### src/common/serial_link_cfg.svh
`ifndef SERIAL_LINK_CFG_SVH
`define SERIAL_LINK_CFG_SVH

// ----------------------------------------------------------------------------
// Register map
// ----------------------------------------------------------------------------
`define ADDR_W              12
`define DATA_W              8
`define STATUS_ADDR         12'h208
`define POWER_DOWN_ADDR     12'h209
`define IRQ_MASK_ADDR       12'h2f0

// ----------------------------------------------------------------------------
// Field positions
// ----------------------------------------------------------------------------
`define LINK_UP_BIT         6
`define SYNC_LEVEL_BIT      5
`define REALIGNED_BIT       4
`define PHASE_SET_BIT       3
`define PLL_LOCK_BIT        2
`define PD_B_BIT            1
`define PD_A_BIT            0

// ----------------------------------------------------------------------------
// Reset values and sizes
// ----------------------------------------------------------------------------
`define POWER_DOWN_RST      1'h0
`define IRQ_MASK_RST        1'h0
`define DIG_CHANNELS        2
`define SYNC_W              3
`define SYNC_LINK_UP        0
`define SYNC_LEVEL          1
`define SYNC_PLL            2

`endif

### src/common/serial_link_pkg.sv
`include "serial_link_cfg.svh"

package serial_link_pkg;

    typedef struct packed {
        logic [`SYNC_W-1:0] stage1;
        logic [`SYNC_W-1:0] stage2;
    } sync_state_t;

    typedef struct packed {
        logic [`DATA_W-1:0]       rdData;
        logic                     powerDownChannelB;
        logic                     powerDownChannelA;
        logic                     maskRealigned;
        logic                     maskPhase;
        logic                     realignedFlag;
        logic                     phaseEstablishedFlag;
        logic                     armed;
        logic                     enablePrev;
        logic                     irq;
        logic                     adcPdA;
        logic                     adcPdB;
        logic [`DIG_CHANNELS-1:0] digitalPd;
        logic                     serialPd;
    } link_state_t;

endpackage

### src/common/sync_if.sv
`timescale 1ns/1ps
`default_nettype none
`include "serial_link_cfg.svh"

interface sync_if;
    logic [`SYNC_W-1:0] raw;
    logic [`SYNC_W-1:0] synced;

    modport src (output raw, input synced);
    modport dst (input raw, output synced);
endinterface

`default_nettype wire

### src/rtl/serial_link_status_and_chan_pd.sv
// Contract
// - Status bit 6 shows link up.
// - Status bit 5 returns SYNC~ level.
// - Bit 4 sticky on SYSREF realignment; W1C.
// - Status bit 2 shows PLL lock.
// - Bit 1 powers down B and bound channels.
// - Bit 0 powers down A and bound channels.
// - Both channels down powers down serial subsystem.
// - B disabled keeps link A running.
//
// Chosen here: strobed register access.
`timescale 1ns/1ps
`default_nettype none
`include "serial_link_cfg.svh"

module serial_link_status_and_chan_pd
    import serial_link_pkg::*;
(
    input  wire logic                     clk,
    input  wire logic                     arst_n,
    input  wire logic [`ADDR_W-1:0]       addr,
    input  wire logic [`DATA_W-1:0]       wrData,
    input  wire logic                     wrStrobe,
    input  wire logic                     rdStrobe,
    output logic      [`DATA_W-1:0]       rdData,
    input  wire logic                     linkUpRaw,
    input  wire logic                     syncN,
    input  wire logic                     pllLockedRaw,
    input  wire logic                     serialInterfaceEnable,
    input  wire logic                     sysrefEvent,
    input  wire logic                     sysrefPhaseShift,
    input  wire logic [`DIG_CHANNELS-1:0] boundToB,
    output logic                          irq,
    output logic                          adcPowerDownA,
    output logic                          adcPowerDownB,
    output logic      [`DIG_CHANNELS-1:0] digitalPowerDown,
    output logic                          serialPowerDown
);

    // ------------------------------------------------------------------------
    // Pin synchronisers
    // ------------------------------------------------------------------------
    sync_if syncBus ();

    assign syncBus.raw[`SYNC_LINK_UP] = linkUpRaw;
    assign syncBus.raw[`SYNC_LEVEL]   = syncN;
    assign syncBus.raw[`SYNC_PLL]     = pllLockedRaw;

    level_sync syncInst (
        .clk    (clk),
        .arst_n (arst_n),
        .port   (syncBus.dst)
    );

    logic linkUp;
    logic syncLevel;
    logic pllLocked;

    assign linkUp    = syncBus.synced[`SYNC_LINK_UP];
    assign syncLevel = syncBus.synced[`SYNC_LEVEL];
    assign pllLocked = syncBus.synced[`SYNC_PLL];

    // ------------------------------------------------------------------------
    // State
    // ------------------------------------------------------------------------
    link_state_t state_r;
    link_state_t state_nxt;

    logic [`DATA_W-1:0] statusView;
    logic [`DATA_W-1:0] powerDownView;
    logic [`DATA_W-1:0] maskView;

    always_comb begin
        statusView                  = '0;
        statusView[`LINK_UP_BIT]    = linkUp;
        statusView[`SYNC_LEVEL_BIT] = syncLevel;
        statusView[`REALIGNED_BIT]  = state_r.realignedFlag;
        statusView[`PHASE_SET_BIT]  = state_r.phaseEstablishedFlag;
        statusView[`PLL_LOCK_BIT]   = pllLocked;

        powerDownView               = '0;
        powerDownView[`PD_B_BIT]    = state_r.powerDownChannelB;
        powerDownView[`PD_A_BIT]    = state_r.powerDownChannelA;

        maskView                    = '0;
        maskView[`REALIGNED_BIT]    = state_r.maskRealigned;
        maskView[`PHASE_SET_BIT]    = state_r.maskPhase;
    end

    logic wrStatus;
    logic wrPowerDown;
    logic wrMask;
    logic enableRise;
    logic realignNext;
    logic phaseNext;

    always_comb begin
        wrStatus    = wrStrobe && (addr == `STATUS_ADDR);
        wrPowerDown = wrStrobe && (addr == `POWER_DOWN_ADDR);
        wrMask      = wrStrobe && (addr == `IRQ_MASK_ADDR);
        enableRise  = serialInterfaceEnable && !state_r.enablePrev;

        state_nxt            = state_r;
        state_nxt.enablePrev = serialInterfaceEnable;

        // Only a written one clears a flag, and a new event in the same cycle wins.
        realignNext = state_r.realignedFlag;
        if (wrStatus && wrData[`REALIGNED_BIT]) begin
            realignNext = 1'b0;
        end
        if (sysrefPhaseShift) begin
            realignNext = 1'b1;
        end

        // Arming on the enable edge means only the first SYSREF after the enable-edge cycle counts; one in that same cycle is ignored.
        if (enableRise) begin
            state_nxt.armed = 1'b1;
        end else if (!serialInterfaceEnable || sysrefEvent) begin
            state_nxt.armed = 1'b0;
        end

        phaseNext = state_r.phaseEstablishedFlag;
        if (wrStatus && wrData[`PHASE_SET_BIT]) begin
            phaseNext = 1'b0;
        end
        if (state_r.armed && serialInterfaceEnable && sysrefEvent) begin
            phaseNext = 1'b1;
        end

        state_nxt.realignedFlag        = realignNext;
        state_nxt.phaseEstablishedFlag = phaseNext;

        // The write is taken whatever the enable; keeping the enable low is the
        // host's duty, since the link cannot retrain mid-frame.
        if (wrPowerDown) begin
            state_nxt.powerDownChannelB = wrData[`PD_B_BIT];
            state_nxt.powerDownChannelA = wrData[`PD_A_BIT];
        end

        if (wrMask) begin
            state_nxt.maskRealigned = wrData[`REALIGNED_BIT];
            state_nxt.maskPhase     = wrData[`PHASE_SET_BIT];
        end

        state_nxt.rdData = '0;
        if (rdStrobe) begin
            unique case (addr)
                `STATUS_ADDR:     state_nxt.rdData = statusView;
                `POWER_DOWN_ADDR: state_nxt.rdData = powerDownView;
                `IRQ_MASK_ADDR:   state_nxt.rdData = maskView;
                default:          state_nxt.rdData = '0;
            endcase
        end

        state_nxt.irq = (realignNext && state_nxt.maskRealigned)
                     || (phaseNext && state_nxt.maskPhase);

        // Power-down outputs follow the register one cycle later.
        state_nxt.adcPdB = state_r.powerDownChannelB;
        state_nxt.adcPdA = state_r.powerDownChannelA;
        for (int i = 0; i < `DIG_CHANNELS; i++) begin
            state_nxt.digitalPd[i] = boundToB[i] ? state_r.powerDownChannelB
                                                 : state_r.powerDownChannelA;
        end
        // Link A stays up with B alone off; only both off stops the subsystem.
        state_nxt.serialPd = state_r.powerDownChannelA
                          && state_r.powerDownChannelB;
    end

    always_ff @(posedge clk or negedge arst_n) begin
        if (!arst_n) begin
            state_r                   <= '0;
            state_r.powerDownChannelA <= `POWER_DOWN_RST;
            state_r.powerDownChannelB <= `POWER_DOWN_RST;
            state_r.maskRealigned     <= `IRQ_MASK_RST;
            state_r.maskPhase         <= `IRQ_MASK_RST;
        end else begin
            state_r <= state_nxt;
        end
    end

    // ------------------------------------------------------------------------
    // Outputs
    // ------------------------------------------------------------------------
    assign rdData           = state_r.rdData;
    assign irq              = state_r.irq;
    assign adcPowerDownA    = state_r.adcPdA;
    assign adcPowerDownB    = state_r.adcPdB;
    assign digitalPowerDown = state_r.digitalPd;
    assign serialPowerDown  = state_r.serialPd;

endmodule

`default_nettype wire

### src/rtl/level_sync.sv
`timescale 1ns/1ps
`default_nettype none
`include "serial_link_cfg.svh"

module level_sync
    import serial_link_pkg::*;
(
    input  wire logic clk,
    input  wire logic arst_n,
    sync_if.dst       port
);

    sync_state_t state_r;
    sync_state_t state_nxt;

    // The first stage feeds only the second one, never any logic.
    always_comb begin
        state_nxt        = state_r;
        state_nxt.stage1 = port.raw;
        state_nxt.stage2 = state_r.stage1;
    end

    always_ff @(posedge clk or negedge arst_n) begin
        if (!arst_n) begin
            state_r <= '0;
        end else begin
            state_r <= state_nxt;
        end
    end

    assign port.synced = state_r.stage2;

endmodule

`default_nettype wire

### config.mk
export PLATFORM = sky130hd
export DESIGN_NAME = serial_link_status_and_chan_pd
export DESIGN_NICKNAME = d
export VERILOG_FILES = /design/src/common/serial_link_pkg.sv /design/src/common/sync_if.sv /design/src/rtl/serial_link_status_and_chan_pd.sv /design/src/rtl/level_sync.sv
export VERILOG_INCLUDE_DIRS = /design/src /design/src/common
export SDC_FILE = /design/constraint.sdc
export NUM_CORES = 1
export LEC_CHECK = 0
export ABC_AREA = 1
export BUFFER_PORTS_ARGS = -buffer_cell sky130_fd_sc_hd__buf_4
export CORE_MARGIN = 2
export CORE_UTILIZATION = 40
export CTS_CLUSTER_DIAMETER = 80
export DETAILED_ROUTE_END_ITERATION = 16
export PLACE_DENSITY_LB_ADDON = 0.15
export SYNTH_ARGS = -nofsm -noshare
export SYNTH_HDL_FRONTEND = slang
export SYNTH_SLANG_ARGS = --single-unit
### constraint.sdc
create_clock -name clk -period 0.9 [get_ports clk]
set_input_delay 0.18 -clock clk [delete_from_list [all_inputs] [get_ports clk]]
set_output_delay 0.18 -clock clk [all_outputs]
set_load 0.02 [all_outputs]
==> flow_metrics.env <==
export IMPL_gr_total_overflow=0
export IMPL_layout_cells_most_common="buf_4"
export IMPL_cts_tree="yes"
export IMPL_fillerInstances=248
export IMPL_first_pass_iters=4
export IMPL_comb_power_share_pct=11.9
export IMPL_synth_seq_cells=27
export IMPL_grt_pass1_vias=769
export IMPL_ys_types=18
export IMPL_dieArea_sq_um=3250
export IMPL_viasPerCell=4.33
export IMPL_cp_max_fo=1
export IMPL_antenna_found_initial=0
export IMPL_crit_buf_inv=1
export IMPL_core_area_sq_um=2710
export IMPL_hold_start="boundToB[1]"
export IMPL_critPathLaunchType="flip-flop"
export IMPL_p_per_area_nw_per_um2=1250
export IMPL_hold_violations=0
export IMPL_drc=0
export IMPL_wl_per_cell_um=9.72
export IMPL_gp_congestion=0.772
export IMPL_multi_input_area_sq_um=364
export IMPL_dieHeight_um=57.0
export IMPL_synth_area_sq_um=1120
export IMPL_outcome="finished, violations left"
export IMPL_row_count=19
export IMPL_cp_slowest_stage_delay_ns=0.40
export IMPL_syn_to_final_growth_pct=40.7
export IMPL_grt_pass1_wl_um=2990
export IMPL_fmax_mhz=982
export IMPL_insertedDiodeCount=0
export IMPL_fin_crit_sh_pct=113
export IMPL_drive_above_1_share_pct=41.8
export IMPL_hp_class="in -> reg"
export IMPL_cts_setup_buffers=0
export IMPL_finalInstanceArea_sq_um=1580
export IMPL_finalSetupViolations=13
export IMPL_pwr_share_seq_pct=63.5
export IMPL_postRouteWirelength_um=1840
export IMPL_layout_min_cycle_time_ns=1.02
export IMPL_worstPathArrival_ns=0.84
export IMPL_syn_inst=117
export IMPL_p_leak_nw=0.797
export IMPL_p_switching_mw=0.430
export IMPL_placed_area_sq_um=1450
export IMPL_reg2reg_depth=4
export IMPL_root_buffer="clkbuf_4"
export IMPL_cts_made_buffers=3
export IMPL_clock_path_buffers=2
export IMPL_path_clk_slew_ns=0.13
export IMPL_num_io_pins=46
export IMPL_slowest_stage="dfrtp_1"
export IMPL_syn_area_per_cell_sq_um=9.59
export IMPL_clock_sinks=27
export IMPL_critPathKind="reg -> out"
export IMPL_grt_max_degree=28
export IMPL_clock_skew_final_ns=0.00505
export IMPL_rsz0062_at_grt="yes"
export IMPL_die_x_um=57.0
export IMPL_layout_nets=191
export IMPL_layout_common_cells="buf_4 (29), dfrtp_1 (27), nand2_1 (21)"
export IMPL_grt_util_all_layers_pct=11.8
export IMPL_rr_startpoint="state_r[7]$_DFFE_PN0P_"
export IMPL_htreeDepth=1
export IMPL_min_path_cells=2
export IMPL_worstPathRequired_ns=0.72
export IMPL_initial_core_util_pct=41.4
export IMPL_timing_setup_tns_ns=-1.43
export IMPL_io_buffers=40
export IMPL_crit_family="flip-flops"
export IMPL_whs_endpoint="digitalPowerDown[1]$_DFF_PN0_"
export IMPL_clkPwrFrac_pct=24.6
export IMPL_switching_share_pct=21.9
export IMPL_failed_checks="setup timing"
export IMPL_dp_final_hpwl_um=1490
export IMPL_syn_nets=149
export IMPL_finalWorstSetupSlack_ns=-0.118
export IMPL_clk_latency_ns=0.30
export IMPL_cap_violations=0
export IMPL_slew_violations=0
export IMPL_timing_rr_end="irq$_DFF_PN0_"
export IMPL_path_cells="buf_6"
export IMPL_ys_warn_count=0
export IMPL_irDropWorstVdd_v=0.00118
export IMPL_ys_seq_area_share_pct=60.2
export IMPL_p_int_mw=1.54
export IMPL_cp_end_kind="output pin"
export IMPL_vias=818
export IMPL_drtIter0Drc=6
export IMPL_finish_utilization_pct=58.3
export IMPL_seq_area_sq_um=676
export IMPL_antenna_left=0
export IMPL_r2r_slack_ns=0.15
[repair_timing]
| item | 4_1_cts | 5_1_grt |
|---|---|---|
| pin swaps | 0 | 0 |
| hold buffers | 5 | 0 |
| endpoints found under the hold margin | 31 | 0 |
| endpoints found under the setup margin | 13 | 14 |
| resized for setup | 13 | 2 |
[power by group through the flow]
stage / clock, mW / combinational [mW] / sequential, mW
final: 0.484 / 0.234 / 1.25
after global routing: 0.560 / 0.258 / 1.25
after CTS: 0.515 / 0.237 / 1.25
after detailed placement: 0 / 0.216 / 1.27
after global placement: 0 / 0.209 / 1.27
after floorplan: 0 / 0.0698 / 1.27
[worst max-delay path by stage]
stage	depth (start not counted)	from	end	slack (ns)
global route	1	rdData[3]$_DFF_PN0_	rdData[3]	-0.17
detailed placement	9	addr[7]	powerDownView[1]$_DFFE_PN0P_	-0.24
CTS	1	rdData[6]$_DFF_PN0_	rdData[6]	-0.13
floorplan	8	addr[3]	irq$_DFF_PN0_	-0.01
global placement	9	addr[5]	powerDownView[1]$_DFFE_PN0P_	-0.22
finish	1	irq$_DFF_PN0_	irq	-0.12
[flip-flops by register name, indices dropped and copies added, names as in the netlist]
signal and cells:
rdData 7, powerDownView 2, maskView 2, digitalPowerDown 2
adcPowerDownB 1, serialPowerDown 1, syncInst.port.synced 3, irq 1
syncInst.state_nxt 3, adcPowerDownA 1, state_r 4
[through the flow]
| step | instances | setup WS, ns | hold WS, ns | power (mW) |
|---|---|---|---|---|
| floorplan | 117 | -0.0110 | -0.116 | 1.34 |
| global placement | 180 | -0.223 | 0.0962 | 1.48 |
| detailed placement | 180 | -0.237 | 0.105 | 1.49 |
| CTS | 189 | -0.134 | 0.0446 | 2.00 |
| global route | 189 | -0.170 | 0.0384 | 2.07 |
| finish | 189 | -0.118 | 0.0548 | 1.97 |
[cell type report]
type | count | area share, %
inverter | 16 | 3.80
tap | 31 | 2.46
clock buffer | 4 | 1.66
timing repair buffer | 47 | 26.2
multi-input combinational | 64 | 23.1
sequential | 27 | 42.8
[routing by layer]
| layer | wire, um | up-vias | share of wire [%] | track usage (%) |
|---|---|---|---|---|
| met5 | 0 | - | 0 | 0 |
| met4 | 13 | 0 | 0.71 | 2.99 |
| met3 | 71 | 2 | 3.9 | 3.40 |
| met2 | 909 | 18 | 49 | 20.7 |
| met1 | 843 | 366 | 46 | 14.4 |
| li1 | - | 432 | - | - |
[cells by family after synthesis]
group | count (synthesis) | share of synthesized area (%)
AO/OA/AOI/OAI | 6 | 3.12
other | 1 | 0.334
flip-flops | 27 | 60.2
buffers and inverters | 26 | 12.0
AND/OR/NAND/NOR | 57 | 24.3
[synth_stat cells]
master     n  share of area, %
dfrtp_1   27                60
nand2_1   23               7.7
inv_1     13               4.3
nor2_1    12               4.0
buf_4     10               6.7
nand3_1    7               3.1
nand4_1    5               2.8
inv_2      3               1.0
nand2_2    3               1.7
nor2_2     3               1.7
a21oi_1    2              0.89
nor2_4     2               2.0
o21ai_0    2              0.89
a21boi_0   1              0.67
a21boi_1   1              0.67
conb_1     1              0.33
nand3_2    1              0.89
nor3_1     1              0.45
No activity file was read; power rests on OpenSTA's default activity.
